<file path="config.mk">
export PLATFORM = sky130hd
export DESIGN_NAME = pplv_top
export DESIGN_NICKNAME = d
export VERILOG_FILES = /design/src/hw/pplv_pkg.sv /design/src/hw/pplv_top.sv /design/src/hw/pplv_split.sv
export SDC_FILE = /design/constraint.sdc
export NUM_CORES = 1
export LEC_CHECK = 0
export BUFFER_PORTS_ARGS = -buffer_cell sky130_fd_sc_hd__buf_4
export CAP_MARGIN = 20
export CORE_AREA = 2 2 157 159
export CTS_BUF_LIST = sky130_fd_sc_hd__clkbuf_8 sky130_fd_sc_hd__clkbuf_16
export DETAILED_ROUTE_END_ITERATION = 8
export DIE_AREA = 0 0 159 161
export PLACE_DENSITY = 0.65
export SYNTH_ARGS = -nofsm -noshare
export SYNTH_HDL_FRONTEND = slang
export SYNTH_SLANG_ARGS = --single-unit
</file>
<file path="constraint.sdc">
create_clock -name clk -period 7.43 [get_ports clk]
set_input_delay 0.3715 -clock clk [delete_from_list [all_inputs] [get_ports clk]]
set_output_delay 0.3715 -clock clk [all_outputs]
set_load 0.01 [all_outputs]
</file>
<file path="src/hw/pplv_pkg.sv">
// Constants and carriers shared by the pin level access block.
// Assumes a single system clock domain and a native 16/32-bit register port.
package pplv_pkg;

	// Port geometry
	localparam int PPLV_PINS   = 32;
	localparam int PPLV_HALF_W = 16;

	// Byte offsets inside the memory mapped configuration region
	localparam logic [11:0] PPLV_OFF_LOW  = 12'h0c30;
	localparam logic [11:0] PPLV_OFF_HIGH = 12'h0c32;

	// Reset values of the control state
	localparam logic [31:0] PPLV_LEVEL_RST = 32'h0000_0000;
	localparam logic [31:0] PPLV_OE_RST    = 32'h0000_0000;
	localparam logic [31:0] PPLV_PULL_RST  = 32'hffff_ffff;
	localparam logic [31:0] PPLV_ZERO32    = 32'h0000_0000;
	localparam logic [15:0] PPLV_ZERO16    = 16'h0000;

	// Splitter states, one-hot
	typedef enum logic [2:0] {
		PPLV_IDLE   = 3'b001,
		PPLV_FIRST  = 3'b010,
		PPLV_SECOND = 3'b100
	} pplv_state_e;

	// One 16-bit half access handed from the splitter to the register file
	typedef struct packed {
		logic        valid;
		logic        wr;
		logic        high;
		logic        upper_lane;
		logic        mapped;
		logic        last;
		logic [15:0] data;
	} pplv_half_s;

endpackage : pplv_pkg

</file>
<file path="src/hw/pplv_top.sv">
// Pin level registers of a 32-pin general purpose port.
// Assumes direction, function select, set and clear come from sibling registers.
// Function
// - Low half bit n is pin n, high half bit n is pin n+16.
// - Writing a level bit of a general output sets its driven level.
// - Separate set and clear strobes also change a general output level.
// - Reading a general output returns the level last programmed.
// - Reading a pin in interface function returns the live pin state.
// - A read reports the pin state for every pin that is not a general output.
// - Low half sits at offset C30h, high half at C32h.
// - A 32-bit access at C30h runs as two 16-bit accesses.
// - Low half goes first, high half second, not at one instant.
// - Direction 0 is input, 1 is output; output needed before level shows.
// - After reset every pin is an input with pull termination on.
// - Function select gives the pin its interface function, direction ignored.
// - A set strobe drives high and overrides a level or clear write in the same cycle.
`timescale 1ns/1ps

module pplv_top
	import pplv_pkg::*;
(
	input  wire logic        clk,
	input  wire logic        reset,
	input  wire logic        reg_req,
	input  wire logic        reg_wr,
	input  wire logic [11:0] reg_addr,
	input  wire logic        reg_wide,
	input  wire logic [31:0] reg_wdata,
	output logic      [31:0] reg_rdata,
	output logic             reg_ack,
	input  wire logic [31:0] dir_bits,
	input  wire logic [31:0] func_bits,
	input  wire logic [31:0] drive_high_pulse,
	input  wire logic [31:0] drive_low_pulse,
	input  wire logic [31:0] alt_out,
	input  wire logic [31:0] alt_oe,
	input  wire logic [31:0] pin_in,
	output logic      [31:0] pin_out,
	output logic      [31:0] pin_oe,
	output logic      [31:0] pull_en
);

	pplv_half_s  half;
	logic [31:0] level_r;
	logic [31:0] level_nxt;
	logic [31:0] pin_meta_r;
	logic [31:0] pin_sync_r;
	logic [31:0] pin_out_r;
	logic [31:0] pin_out_nxt;
	logic [31:0] pin_oe_r;
	logic [31:0] pin_oe_nxt;
	logic [31:0] pull_en_r;
	logic [31:0] rdata_r;
	logic [31:0] rdata_nxt;
	logic        ack_r;
	logic [31:0] gpo;
	logic [31:0] bus_wr_bit;
	logic [31:0] read_all;

	// Request splitting lives in its own module so the sequencing stays small
	pplv_split u_split (
		.clk   (clk),
		.reset (reset),
		.req   (reg_req),
		.wr    (reg_wr),
		.addr  (reg_addr),
		.wide  (reg_wide),
		.wdata (reg_wdata),
		.half  (half)
	);

	// Half access qualifiers
	wire half_wr = half.valid && half.wr && half.mapped;
	wire half_rd = half.valid && !half.wr && half.mapped;

	// Per pin: mode decode, next level, drive and read selection
	genvar i;
	generate
		for (i = 0; i < PPLV_PINS; i++)
		begin : g_pin
			localparam bit IS_HIGH = (i >= PPLV_HALF_W);
			localparam int LANE    = i % PPLV_HALF_W;
			// General output only when direction is output and function is off
			assign gpo[i] = dir_bits[i] && !func_bits[i];
			assign bus_wr_bit[i] = half_wr && (half.high == IS_HIGH);
			// Set beats clear beats a level write; all need a general output
			assign level_nxt[i] =
				(gpo[i] && drive_high_pulse[i]) ? 1'b1 :
				(gpo[i] && drive_low_pulse[i])  ? 1'b0 :
				(gpo[i] && bus_wr_bit[i])       ? half.data[LANE] :
				level_r[i];
			// Interface function owns the pin; direction then has no say
			assign pin_out_nxt[i] = func_bits[i] ? alt_out[i] : level_r[i];
			assign pin_oe_nxt[i]  = func_bits[i] ? alt_oe[i]  : dir_bits[i];
			// General outputs read the programmed level, everything else the live pin
			assign read_all[i] = gpo[i] ? level_r[i] : pin_sync_r[i];
		end
	endgenerate

	// Read data of the current half, placed by lane
	wire [15:0] read_half = half.high ? read_all[31:16] : read_all[15:0];
	always_comb
	begin
		rdata_nxt = rdata_r;
		if (half.valid)
		begin
			if (!half_rd)
				rdata_nxt = PPLV_ZERO32;   // Writes and unmapped reads answer zero
			else if (half.upper_lane)
				rdata_nxt = {read_half, rdata_r[15:0]};
			else
				rdata_nxt = {PPLV_ZERO16, read_half};
		end
	end

	// Pin synchroniser; the first stage feeds only the second
	always_ff @(posedge clk)
	begin
		pin_meta_r <= pin_in;
		pin_sync_r <= pin_meta_r;
	end

	// Level store; reset keeps the pad drive known, and a general output reads the reset level until written
	always_ff @(posedge clk)
	begin
		if (reset)
			level_r <= PPLV_LEVEL_RST;
		else
			level_r <= level_nxt;
	end

	// Pad drive, registered so every output comes from a flop
	always_ff @(posedge clk)
	begin
		if (reset)
		begin
			pin_out_r <= PPLV_LEVEL_RST;
			pin_oe_r  <= PPLV_OE_RST;
			pull_en_r <= PPLV_PULL_RST;
		end
		else
		begin
			pin_out_r <= pin_out_nxt;
			pin_oe_r  <= pin_oe_nxt;
			pull_en_r <= ~pin_oe_nxt;    // Pull only while the block does not drive the pin
		end
	end

	// Bus answer
	always_ff @(posedge clk)
	begin
		if (reset)
		begin
			rdata_r <= PPLV_ZERO32;
			ack_r   <= 1'b0;
		end
		else
		begin
			rdata_r <= rdata_nxt;
			ack_r   <= half.valid && half.last;
		end
	end

	assign reg_rdata = rdata_r;
	assign reg_ack   = ack_r;
	assign pin_out   = pin_out_r;
	assign pin_oe    = pin_oe_r;
	assign pull_en   = pull_en_r;
endmodule : pplv_top

</file>
<file path="src/hw/pplv_split.sv">
// Splits each register request into one or two 16-bit half accesses.
// Assumes the requester waits for the acknowledge before the next request.
`timescale 1ns/1ps

module pplv_split
	import pplv_pkg::*;
(
	input  wire logic        clk,
	input  wire logic        reset,
	input  wire logic        req,
	input  wire logic        wr,
	input  wire logic [11:0] addr,
	input  wire logic        wide,
	input  wire logic [31:0] wdata,
	output pplv_half_s       half
);

	pplv_state_e state_r;
	pplv_state_e state_nxt;
	logic        wr_r;
	logic [11:0] addr_r;
	logic        wide_r;
	logic [31:0] wdata_r;

	// Decode of the held request
	wire take      = req && (state_r == PPLV_IDLE);
	wire in_first  = (state_r == PPLV_FIRST);
	wire in_second = (state_r == PPLV_SECOND);
	wire hit_low   = (addr_r == PPLV_OFF_LOW);
	wire hit_high  = (addr_r == PPLV_OFF_HIGH);

	// Next state: a wide access takes the low half first, then the high one
	always_comb
	begin
		state_nxt = state_r;
		unique case (state_r)
			PPLV_IDLE:   if (take) state_nxt = PPLV_FIRST;
			PPLV_FIRST:  state_nxt = wide_r ? PPLV_SECOND : PPLV_IDLE;
			PPLV_SECOND: state_nxt = PPLV_IDLE;
			default:     state_nxt = PPLV_IDLE;
		endcase
	end

	// State register
	always_ff @(posedge clk)
	begin
		if (reset)
			state_r <= PPLV_IDLE;
		else
			state_r <= state_nxt;
	end

	// Request capture; data path needs no reset
	always_ff @(posedge clk)
	begin
		if (take)
		begin
			wr_r    <= wr;
			addr_r  <= addr;
			wide_r  <= wide;
			wdata_r <= wdata;
		end
	end

	// Half access presented to the register file
	assign half.valid      = in_first || in_second;
	assign half.wr         = wr_r;
	assign half.high       = in_second || (in_first && !wide_r && hit_high);
	assign half.upper_lane = in_second;
	assign half.mapped     = wide_r ? hit_low : (hit_low || hit_high);
	assign half.last       = in_second || (in_first && !wide_r);
	assign half.data       = in_second ? wdata_r[31:16] : wdata_r[15:0];
endmodule : pplv_split

</file>
Word-level counts from Yosys, hierarchy flattened
Index checks and enable logic that the tools add are counted.
Widths: inputs -> output; s select.
Storage, ports and cells
  output and inout port bits: 129
  word-level logic and storage cells: 463
  input bits: 273
  register bits: 274
Cells by class
  multiplexer cells: 200
  bitwise gates (word level): 2
  equal/unequal tests: 7
  reduce and logical (&&, ||, !) cells: 209
Operator list (count)
  $mux 1: 193
  $logic_and 1x1->1: 138
  $reduce_bool 3->1: 32
  $mux 32: 2
  $logic_not 1->1: 34
  $mux 16: 2
  $not 32->32: 1
  $eq 12x12->1 const B: 2
  $mux 3: 2
  $pmux 3 s2: 1
  $logic_or 1x1->1: 4
  $eq 3x1->1 const B: 1
  $eq 3x2->1 const B: 1
  $eq 3x3->1 const B: 1
  $ne 2x1->1 const B: 1
  $ne 2x2->1 const B: 1
  $reduce_and 2->1: 1
  $not 1->1: 1

Longest topological paths before layout
Gate-level depths: netlist of run 1.
  word-level depth: 10
  depth in mapped cells: 9
  mapped depth without buffers: 5

Cells and area by module
A second synthesis of run 1 with hierarchy kept.
Unflattened totals
  cells, all modules: 824
  area total of the unflattened synthesis: 9575.4 um^2
By module, submodules not included
  pplv_top: instances 1, cells an instance 734, area an instance 7729.9 um^2, sequential area each 4504.3 um^2
  pplv_split: instances 1, cells an instance 90, area an instance 1845.5 um^2, sequential area each 1441.4 um^2

Worst setup path before layout of run 1
No wires, ideal clock.
  path type: reg-to-reg
  start: register u_split.state_r[0]
  end: register u_split.addr_r[0] (enable)
  clock period less this slack: 2.943 ns
  arrival time: 2.494 ns
  buffers on the path: 1
  stages on the path, launching flop included: 4
  path slack: 4.487 ns
  library setup time: 0.450 ns
  data required time: 6.980 ns
  cell sequence: dfxtp_1 > buf_6 > nand3b_1 > nor2_1
Between the ends
  cells in the longest elaborated chain, start to end: 2
Ends and longest elaborated chain
  start: declaration: line pplv_split.sv:18  | pplv_state_e state_r;
  start signal: assignment: line pplv_split.sv:50  | state_r <= state_nxt;
  $eq 3x1->1: line pplv_split.sv:26  | wire take = req && (state_r == PPLV_IDLE);
  $logic_and 1x1->1: line pplv_split.sv:26
  named net u_split.take: line pplv_split.sv:26
  end signal: assignment: line pplv_split.sv:59  | addr_r <= addr;
  end: declaration: line pplv_split.sv:21  | logic [11:0] addr_r;
The timed path passes the listed nets, and every way through them passes these cells.
A chain may end at the register's enable or synchronous reset.

Worst setup path in the final report of run 1
  start: register u_split.addr_r[6]
  end: register level_r[17]
Between the ends
  cells in the longest elaborated chain, start to end: 7
  elaborated cells between the ends (all ways): 10
  those cells by class: eq/ne: 2; mux: 1; reduce/logical: 7
Ends and longest elaborated chain
  $eq 12x12->1, on equally long branches: line pplv_split.sv:29, pplv_split.sv:30
  $logic_or 1x1->1: line pplv_split.sv:70  | assign half.mapped = wide_r ? hit_low : (hit_low || hit_high);
  $mux 1: line pplv_split.sv:70
  $logic_and 1x1->1: line pplv_top.sv:73  | wire half_wr = half.valid && half.wr && half.mapped;
  $logic_and 1x1->1 *: line pplv_top.sv:85  | assign bus_wr_bit[i] = half_wr && (half.high == IS_HIGH);
  $logic_and 1x1->1 *: line pplv_top.sv:90  | (gpo[i] && bus_wr_bit[i]) ? half.data[LANE] :
  $reduce_bool 3->1 (no source line) *
  end signal: assignment: line pplv_top.sv:129  | level_r <= level_nxt;
  end: declaration: line pplv_top.sv:44  | logic [31:0] level_r;
Every way passes the cells marked *; elsewhere a longest branch is shown, timed or not.

==> results of run 1 <==
timing repair:
action,CTS,global route
setup endpoints to repair,0,0
buffers inserted,0,0
hold buffers,77,0
hold endpoints to repair,77,0
cell usage in the layout, fill, tap and decap left out, types with 16 or more instances in the layout:
master and count:
nand2b_1 33, mux2_2 16, a31oi_1 33, nand2_1 116
nand3b_1 33, dfxtp_1 228, o2bb2ai_1 16, nor2_1 33
clkbuf_16 30, buf_4 404, edfxtp_1 46, or4_1 32
dlygate4sd3_1 77, inv_1 41, mux2i_1 112
sequential cells by signal (all words and copies together), names as in the netlist, 3 cells and up:
name             flops
reg_rdata           32
pin_out             32
level_r             32
pin_sync_r          32
pin_oe              32
u_split.state_r      3
u_split.addr_r      12
u_split.wdata_r     32
pin_meta_r          32
pull_en             32
report_power, final:
group	switching [mW]	leakage, nW	internal, mW
clock network	0.573	0.521	0.900
registers	0.0364	2.33	1.60
logic	0.155	3.98	0.216
per-stage QoR:
| stage | area, um^2 | power (mW) | setup slack, ps |
|---|---|---|---|
| 2_1_floorplan | 9430 | 1.79 | 4490 |
| 3_3_place_gp | 12800 | 2.00 | 4950 |
| 3_5_place_dp | 12800 | 2.00 | 4860 |
| 4_1_cts | 14500 | 3.52 | 4940 |
| 5_1_grt | 14500 | 3.62 | 4740 |
| 6_report | 14500 | 3.48 | 4920 |
worst max-delay path, cell delays in order (launching register included):
cell and delay (ps):
edfxtp_1 360, nor4b_1 440, and3_4 300, nand4_4 460, or4_1 660, a31oi_1 190
worst max path at each step:
stage                   endpoint  slack (ps)  cells past startpoint
5_1_grt              level_r[16]        4740                      5
3_5_place_dp       reg_rdata[16]        4860                      4
3_3_place_gp       reg_rdata[18]        4950                      4
2_1_floorplan  u_split.addr_r[0]        4490                      3
6_report             level_r[17]        4920                      5
4_1_cts              level_r[20]        4940                      5
synth_stat cells, drive strengths merged (17+ instances only):
| library cell | count | area (um^2) |
|---|---|---|
| nand2 | 116 | 435 |
| edfxtp | 46 | 1380 |
| o21ai | 17 | 85.1 |
| dfxtp | 228 | 4560 |
| inv | 33 | 124 |
| nand3b | 33 | 248 |
| or4 | 32 | 240 |
| nand2b | 33 | 206 |
| mux2i | 112 | 1120 |
| o2bb2ai | 17 | 149 |
| a31oi | 33 | 206 |
| nor2 | 35 | 131 |
cells by family (layout without fill, tap and decap cells):
family                 after synthesis  in the layout
muxes                              128            128
DFF                                274            274
buffers and inverters               59            568
AOI/OAI and AO/OA                   72             72
and+or+nand+nor                    266            266
cell type report:
class	count	area (um^2)	area share
timing repair buffer	481	3800	0.262
multi-input combinational	466	3240	0.223
clock inverter	16	148	0.0102
clock buffer	37	847	0.0583
inverter	34	128	0.00879
tap	324	405	0.0279
sequential	274	5950	0.409
metal layers:
metal | part of all wire | global-route usage | up-vias
li1 | - | - | 3783
met4 | 0.025 | 0.0620 | 0
met1 | 0.40 | 0.264 | 3552
met5 | 0 | 0 | -
met2 | 0.50 | 0.396 | 270
met3 | 0.069 | 0.0524 | 44
==> flow_metrics.tcl, run 1 <==
set metrics [dict create \
    grt_pass1_vias 7915 \
    layout-drive-gt1-share 0.365 \
    cts_made_buffers 29 \
    synthAdderAreaFrac 0 \
    path_max_fanout 32 \
    ir_worst_vdd_mv 0.215 \
    htreeDepth 1 \
    rsz0062_at_grt "false" \
    postCtsResizedCells 0 \
    endpoint_kind "flop" \
    ant_nets 0 \
    antenna_found_initial 0 \
    r2r_start "u_split.addr_r[6]" \
    overflow 0 \
    wl_mm 28.9 \
    finalHoldViolCount 0 \
    rrSetupSlack_ps 4920 \
    gp_congestion 0.842 \
    worstHoldEndpoint "u_split.wdata_r[11]" \
    outcome "finished, final reports clean" \
    avgSynthCellArea_um2 11.8 \
    p_leak_nw 6.83 \
    cp-start-kind "flop" \
    relSlewSlack 0.332 \
    drcViolationCount 0 \
    synth_cell_types 37 \
    cap_violations 0 \
    fin_worst_skew_ps 12.2 \
    core_um2 24000 \
    syn_nets 1072 \
    yosys.area_share.simple 0.151 \
    syn-instance-count 799 \
    clk_pin_slew_ps 60 \
    die_y_um 161 \
    synthArstFlopShare 0 \
    vias_per_cell 4.69 \
    grt_max_degree 51 \
    cp.arrival_ps 2960 \
    row_count 57 \
    start_util 0.394 \
    synth-seq-cells 274 \
    io_buffers 401 \
    rr_worst_depth 5 \
    synth_top_family_by_area "simple AND/OR/NAND/NOR gates" \
    setup_tns_ps 0 \
    cts_tree "yes" \
    critPathKind "flop to flop" \
    grt_use_total 0.221 \
    reg2reg_to "level_r[17]" \
    final_cells 1632 \
    holdWs_ps 38.1 \
    period_share 0.338 \
    wire_per_inst_um 17.7 \
    cts_root_buffer "clkbuf_16" \
    synth_area_um2 9430 \
    synth-edff-count 46 \
    synthXorXnorAreaFrac 0 \
    ioPinCount 402 \
    synth.area.mux_share 0.138 \
    power_density_nw_per_um2 239 \
    setup_violations 0 \
    nNetsFinal 1559 \
    fillCellCount 2029 \
    die_w_um 159 \
    final_max_slew_viol_count 0 \
    period_needed_ps 2510 \
    ys_seq_area_frac 0.630 \
    cts_sinks 274 \
    synth_compound_area_frac 0.0521 \
    max_freq_mhz 398 \
    post-route-util 0.606 \
    cp.required_ps 7880 \
    via_count 7649 \
    whs_path_depth 1 \
    max_slew.worst_pin.slew_ps 1000 \
    drtIter0Drc 326 \
    ys.flop_type "dfxtp_1" \
    crit_start "u_split.addr_r[6]" \
    insertion_delay_ps 530 \
    syn2layout_area_growth_pct 53.9 \
    cts_buffer_depth 3 \
    n_antenna_cell 0 \
    worstHoldStart "reg_wdata[11]" \
    post-place-cells 1502 \
    hp-class "primary input to flop" \
    drt_pass1_iterations 4 \
    synth_warnings 0 \
    grt_pass1_wl_mm 44.3 \
    die_area_um2 25600 \
    post-dp-hpwl_mm 21.1 \
]
Note: power is estimated with default switching activity, not from simulation.
==> run 2: changes to the inputs <==
--- a/config.mk
+++ b/config.mk
@@ -7,11 +7,11 @@
 export LEC_CHECK = 0
 export BUFFER_PORTS_ARGS = -buffer_cell sky130_fd_sc_hd__buf_4
 export CAP_MARGIN = 20
-export CORE_AREA = 2 2 157 159
+export CORE_AREA = 2 2 156 158
 export CTS_BUF_LIST = sky130_fd_sc_hd__clkbuf_8 sky130_fd_sc_hd__clkbuf_16
 export DETAILED_ROUTE_END_ITERATION = 8
-export DIE_AREA = 0 0 159 161
-export PLACE_DENSITY = 0.65
+export DIE_AREA = 0 0 158 160
+export PLACE_DENSITY = 0.69
 export SYNTH_ARGS = -nofsm -noshare
 export SYNTH_HDL_FRONTEND = slang
 export SYNTH_SLANG_ARGS = --single-unit
==> constraint.sdc (replaced) <==
create_clock -name clk -period 2.02 [get_ports clk]
set_input_delay 0.101 -clock clk [delete_from_list [all_inputs] [get_ports clk]]
set_output_delay 0.101 -clock clk [all_outputs]
set_load 0.01 [all_outputs]
==> run 2 against run 1 <==
The run now ends with negative setup slack left; non-clock buffer count up 257; worst setup slack worse by 5100 ps; design area up 18%; first-iteration DRC count up 43%; combinational power rose to 5.1 times the previous value; die area down 1.2%; final cell count up 16%; critical endpoint is now level_r[4]; highest routed layer unchanged.
==> flow_metrics.tcl, run 2 (same netlist as run 1, synthesis figures left out) <==
set metrics [dict create \
    outcome "complete, but fails checks" \
    violations "negative setup slack" \
    ioPinCount 402 \
    post-dp-hpwl_mm 22.3 \
    cap_violations 0 \
    grt_pass1_wl_mm 52.7 \
    ant_nets 0 \
    cts_root_buffer "clkbuf_16" \
    syn2layout_area_growth_pct 82.0 \
    max_slew.worst_pin.slew_ps 661 \
    drtIter0Drc 467 \
    grt_pass1_vias 9872 \
    die_area_um2 25300 \
    hp-class "primary input to flop" \
    wl_mm 36.8 \
    grt_use_total 0.270 \
    final_max_slew_viol_count 0 \
    die_y_um 160 \
    overflow 0 \
    crit_path_max_incr_delay_ps 480 \
    post-place-cells 1529 \
    period_needed_ps 2190 \
    power_density_nw_per_um2 748 \
    setup_slack_ps -165 \
    layout_commonest_cell "buf_4" \
    drcViolationCount 0 \
    crit_slowest_cell "or4_4" \
    cts_made_buffers 28 \
    path_max_fanout 8 \
    cp.required_ps 2470 \
    relSlewSlack 0.558 \
    antenna_found_initial 3 \
    cp-start-kind "flop" \
    final_cells 1891 \
    setup_violations 32 \
    endpoint_kind "flop" \
    ir_worst_vdd_mv 0.708 \
    io_buffers 401 \
    die_w_um 158 \
    htreeDepth 1 \
    row_count 57 \
    cp.arrival_ps 2640 \
    nNetsFinal 1815 \
    critPathKind "flop to flop" \
    finalHoldViolCount 0 \
    via_count 9175 \
    period_share 1.08 \
    fin_worst_skew_ps 15.8 \
    cts_tree "yes" \
    final_cell_mix "buf_4, dlygate4sd3_1, dfxtp_1" \
    drt_pass1_iterations 5 \
    p_leak_nw 7.89 \
    cts_sinks 274 \
    place_ws_ps -93.1 \
    max_freq_mhz 458 \
    crit_chain "nor4b_2, buf_4, and3_4, nand4_4, buf_12, or4_4, a31oi_1" \
    grt_max_degree 37 \
    layout-drive-gt1-share 0.340 \
    vias_per_cell 4.85 \
    gp_congestion 0.836 \
    clk_pin_slew_ps 60 \
    holdWs_ps 34.3 \
    cts_buffer_depth 3 \
    rsz0062_at_grt "true" \
    start_util 0.396 \
    insertion_delay_ps 540 \
    setup_tns_ps -3780 \
    core_um2 23800 \
    wire_per_inst_um 19.4 \
]
[run 2: cell count changes in the layout (fill, tap and decap cells not counted), sizes merged]
cell	previous run	this run
diode	0	3
bufinv	3	1
inv	42	44
buf	404	436
clkbuf	37	35
dlygate4sd3	77	299
clkinv	4	7
clkinvlp	1	2
[run 2: cell type report]
type / instances / area [um^2]
diodes: 3 / 7.51
clock buffers: 32 / 767
clock inverters: 20 / 118
fillers: 1562 / 6650
inverters: 34 / 128
multi-input cells: 466 / 3400
flip-flops and latches: 274 / 5950
well taps: 324 / 405
repair buffers: 738 / 6410
[run 2: worst paths after layout]
path	to	slack [ps]	from	cells after the start
setup / recovery	level_r[4]	-170	u_split.addr_r[8]	7
hold / removal	pull_en[10]	30	dir_bits[10]	4
setup reg to reg	level_r[4]	-170	u_split.addr_r[8]	7
hold reg to reg	pin_sync_r[29]	330	pin_meta_r[29]	0
[run 2: stage by stage]
stage,area [um^2],util,total power [mW]
finish,17200,0.721,12.8
floorplan,9440,-,6.59
global placement,13000,0.547,7.39
detailed placement,13000,0.547,7.41
CTS,16900,0.710,12.8
global route,17200,0.721,13.3
[run 2: critical path, delay by kind of cell, from the launching register on]
family	cells	cell delay, ps
simple gates	4	1160
buf+inv	2	360
compound gates	1	190
flops	1	380
[run 2: repair_timing]
item / CTS / global route
buffers inserted: 0 / 4
endpoints found under the hold margin: 208 / 0
gates resized for setup: 3 / 38
pin swaps: 0 / 29
hold buffers: 299 / 0
gates cloned: 0 / 4
endpoints found under the setup margin: 32 / 59
[run 2: report_power, final]
part	total, mW	switching, mW	internal [mW]
Sequential	6.02	0.148	5.87
Clock	4.93	2.11	2.82
Combinational	1.90	0.743	1.16
[run 2: metal layers]
metal / part of all wire / track usage
met1: 0.38 / 0.296
met2: 0.52 / 0.500
met3: 0.057 / 0.0488
met4: 0.043 / 0.123
met5: 0 / 0
==> run 3: changes to the inputs <==
--- a/config.mk
+++ b/config.mk
@@ -7,11 +7,13 @@
 export LEC_CHECK = 0
 export BUFFER_PORTS_ARGS = -buffer_cell sky130_fd_sc_hd__buf_4
 export CAP_MARGIN = 20
-export CORE_AREA = 2 2 156 158
+export CORE_AREA = 2 2 157 159
 export CTS_BUF_LIST = sky130_fd_sc_hd__clkbuf_8 sky130_fd_sc_hd__clkbuf_16
 export DETAILED_ROUTE_END_ITERATION = 8
-export DIE_AREA = 0 0 158 160
+export DIE_AREA = 0 0 159 161
 export PLACE_DENSITY = 0.69
+export SKIP_LAST_GASP = 1
 export SYNTH_ARGS = -nofsm -noshare
 export SYNTH_HDL_FRONTEND = slang
+export SYNTH_HIERARCHICAL = 1
 export SYNTH_SLANG_ARGS = --single-unit
==> run 3 against run 2 <==
Die area up 1.3%; the flow still finishes with violations (negative setup slack); critical path type unchanged; clock-buffer cell count up 2; worst setup slack worse by 110 ps; global-route usage up 1.3 points; design area up 1.8%; hold slack worse by 3.9 ps; critical endpoint is now level_r[16].
==> flow_metrics.tcl, run 3 <==
set metrics [dict create \
    outcome "complete, but fails checks" \
    violations "negative setup slack" \
    final_max_slew_viol_count 0 \
    post-route-util 0.729 \
    yosys.area_share.simple 0.148 \
    cp.arrival_ps 2760 \
    p_leak_nw 7.79 \
    p_seq_frac 0.449 \
    ioPinCount 402 \
    synthXorXnorAreaFrac 0.000915 \
    synth_top_family_by_area "simple AND/OR/NAND/NOR gates" \
    crit_buf_inv 2 \
    crit_family "simple AND/OR/NAND/NOR gates" \
    finalHoldViolCount 0 \
    setup_slack_ps -274 \
    synth_area_um2 9580 \
    grt_pass1_wl_mm 56.9 \
    grt_pass1_vias 10300 \
    relSlewSlack 0.625 \
    netlist_top_cells_area "dfxtp_1, edfxtp_1, mux2i_1" \
    row_count 57 \
    crit_slowest_cell "or4_1" \
    ant_nets 0 \
    clkPwrFrac 0.414 \
    post-dp-hpwl_mm 23.5 \
    ir_worst_vdd_mv 0.801 \
    power_density_nw_per_um2 765 \
    crit_path_max_incr_delay_ps 440 \
    cap_violations 0 \
    synthTopCellsByCount "dfxtp_1, inv_1, mux2i_1, nand2_1, edfxtp_1" \
    synthArstFlopShare 0 \
    clk_pin_slew_ps 60 \
    rsz0062_at_grt "true" \
    grt_use_total 0.283 \
    cts_made_buffers 30 \
    synth_warnings 6 \
    period_needed_ps 2290 \
    drt_pass1_iterations 5 \
    wl_mm 38.1 \
    die_y_um 161 \
    cp-start-kind "flop" \
    synth.area.mux_share 0.0815 \
    die_w_um 159 \
    synth_top_area_share 0.477 \
    p_switching_mw 3.13 \
    period_share 1.14 \
    cts_buffer_depth 3 \
    critPathKind "flop to flop" \
    yosys.area.top_type "dfxtp_1" \
    cp.required_ps 2490 \
    synth_most_common_cell "dfxtp_1" \
    switching_share 0.234 \
    layout_commonest_cell "buf_4" \
    synthAdderAreaFrac 0 \
    synth-edff-count 46 \
    start_util 0.400 \
    final_cell_mix "buf_4, dlygate4sd3_1, dfxtp_1" \
    die_area_um2 25600 \
    via_count 9652 \
    syn_nets 1097 \
    grt_max_degree 74 \
    core_um2 24000 \
    synth_compound_area_frac 0.105 \
    setup_violations 63 \
    crit_chain "nor4b_2, nand4_1, buf_6, a21oi_4, nand4_2, buf_12, or4_1, a31oi_1" \
    avgSynthCellArea_um2 11.6 \
    synth_cell_types 43 \
    wire_per_inst_um 19.8 \
    drtIter0Drc 597 \
    cts_tree "yes" \
    hp-class "primary input to flop" \
    internal_power_mw 10.2 \
    ys_seq_area_frac 0.621 \
    io_buffers 401 \
    post-place-cells 1555 \
    fin_worst_skew_ps 14.0 \
    nNetsFinal 1843 \
    path_max_fanout 16 \
    max_freq_mhz 436 \
    drcViolationCount 0 \
    vias_per_cell 5.02 \
    overflow 0 \
    final_cells 1922 \
    insertion_delay_ps 550 \
    synth-seq-cells 274 \
    pwr-share-comb 0.137 \
    antenna_found_initial 4 \
    gp_congestion 0.883 \
    layout-drive-gt1-share 0.337 \
    cts_sinks 274 \
    htreeDepth 1 \
    syn-instance-count 824 \
    ys.flop_type "dfxtp_1" \
    cts_root_buffer "clkbuf_16" \
    max_slew.worst_pin.slew_ps 560 \
    syn2layout_area_growth_pct 82.5 \
    endpoint_kind "flop" \
]
run 3: cell types whose count changed after synthesis, moves of 31 or more:
| cell | previous run | this run |
|---|---|---|
| a211oi_1 | 0 | 32 |
| a21oi_1 | 2 | 33 |
| and3b_1 | 0 | 32 |
| inv_1 | 33 | 70 |
| mux2i_1 | 112 | 57 |
| nand2_1 | 116 | 51 |
run 3: logic make-up (layout without fill, tap and decap cells):
family | after synthesis | count (layout)
compound gates | 143 | 143
xor+xnor | 1 | 1
buf+inv | 100 | 870
flops | 274 | 274
mux | 73 | 73
other cells | 0 | 4
simple gates | 233 | 233
run 3: metal layers:
| layer | vias to the layer above | GRT usage | wire length (um) |
|---|---|---|---|
| met2 | 462 | 0.502 | 18900 |
| met5 | - | 0 | 0 |
| met1 | 4604 | 0.340 | 15300 |
| met3 | 121 | 0.0490 | 2330 |
| li1 | 4465 | - | - |
| met4 | 0 | 0.121 | 1590 |
run 3: area by class of cell:
type	count	area, um^2
clock inverters	22	181
clock buffers	34	817
inverters	70	263
diodes	4	10.0
well taps	324	405
repair buffers	744	6490
multi-input cells	450	3370
flip-flops and latches	274	5950
fillers	1536	6490
run 3: power by group through the flow:
| stage | clock network (mW) | logic (mW) | registers [mW] |
|---|---|---|---|
| floorplan | 0 | 0.392 | 6.13 |
| global placement | 0 | 1.22 | 6.10 |
| detailed placement | 0 | 1.24 | 6.10 |
| CTS | 5.57 | 1.76 | 5.99 |
| global route | 5.82 | 1.94 | 6.03 |
| finish | 5.53 | 1.84 | 6.00 |
run 3: path summary, 6_finish.rpt:
path,start,to,slack (ps),cells past startpoint
worst min register to register,pin_meta_r[4],pin_sync_r[4],320,0
worst max-delay path,u_split/addr_r[2],level_r[16],-270,8
worst max register to register,u_split/addr_r[2],level_r[16],-270,8
worst min-delay path,dir_bits[2],pull_en[2],30,4
run 3: worst reg2reg max path: cells and delay by family (launching register included):
kind | cells | cell delay [ps]
compound gates | 2 | 430
simple gates | 4 | 1060
flops | 1 | 380
buf+inv | 2 | 350
run 3: repair_timing:
item / in CTS / in global routing
resized for setup: 21 / 9
setup buffers: 5 / 1
endpoints found under the setup margin: 64 / 64
endpoints found under the hold margin: 208 / 0
hold buffers: 301 / 0
pin swaps: 5 / 6
run 3: per-stage QoR:
step                      total power, mW  setup WS (ps)  hold slack, ps  cell area, um^2  TNS (ps)
after floorplan                      6.53           2.13             129             9610         0
after global placement               7.32           -314             206            13300    -11390
after detailed placement             7.34           -322             207            13300    -11440
after CTS                            13.3           -218          0.0708            17400     -8410
after global routing                 13.8           -380            36.4            17500    -19120
final                                13.4           -274            30.5            17500     -9670
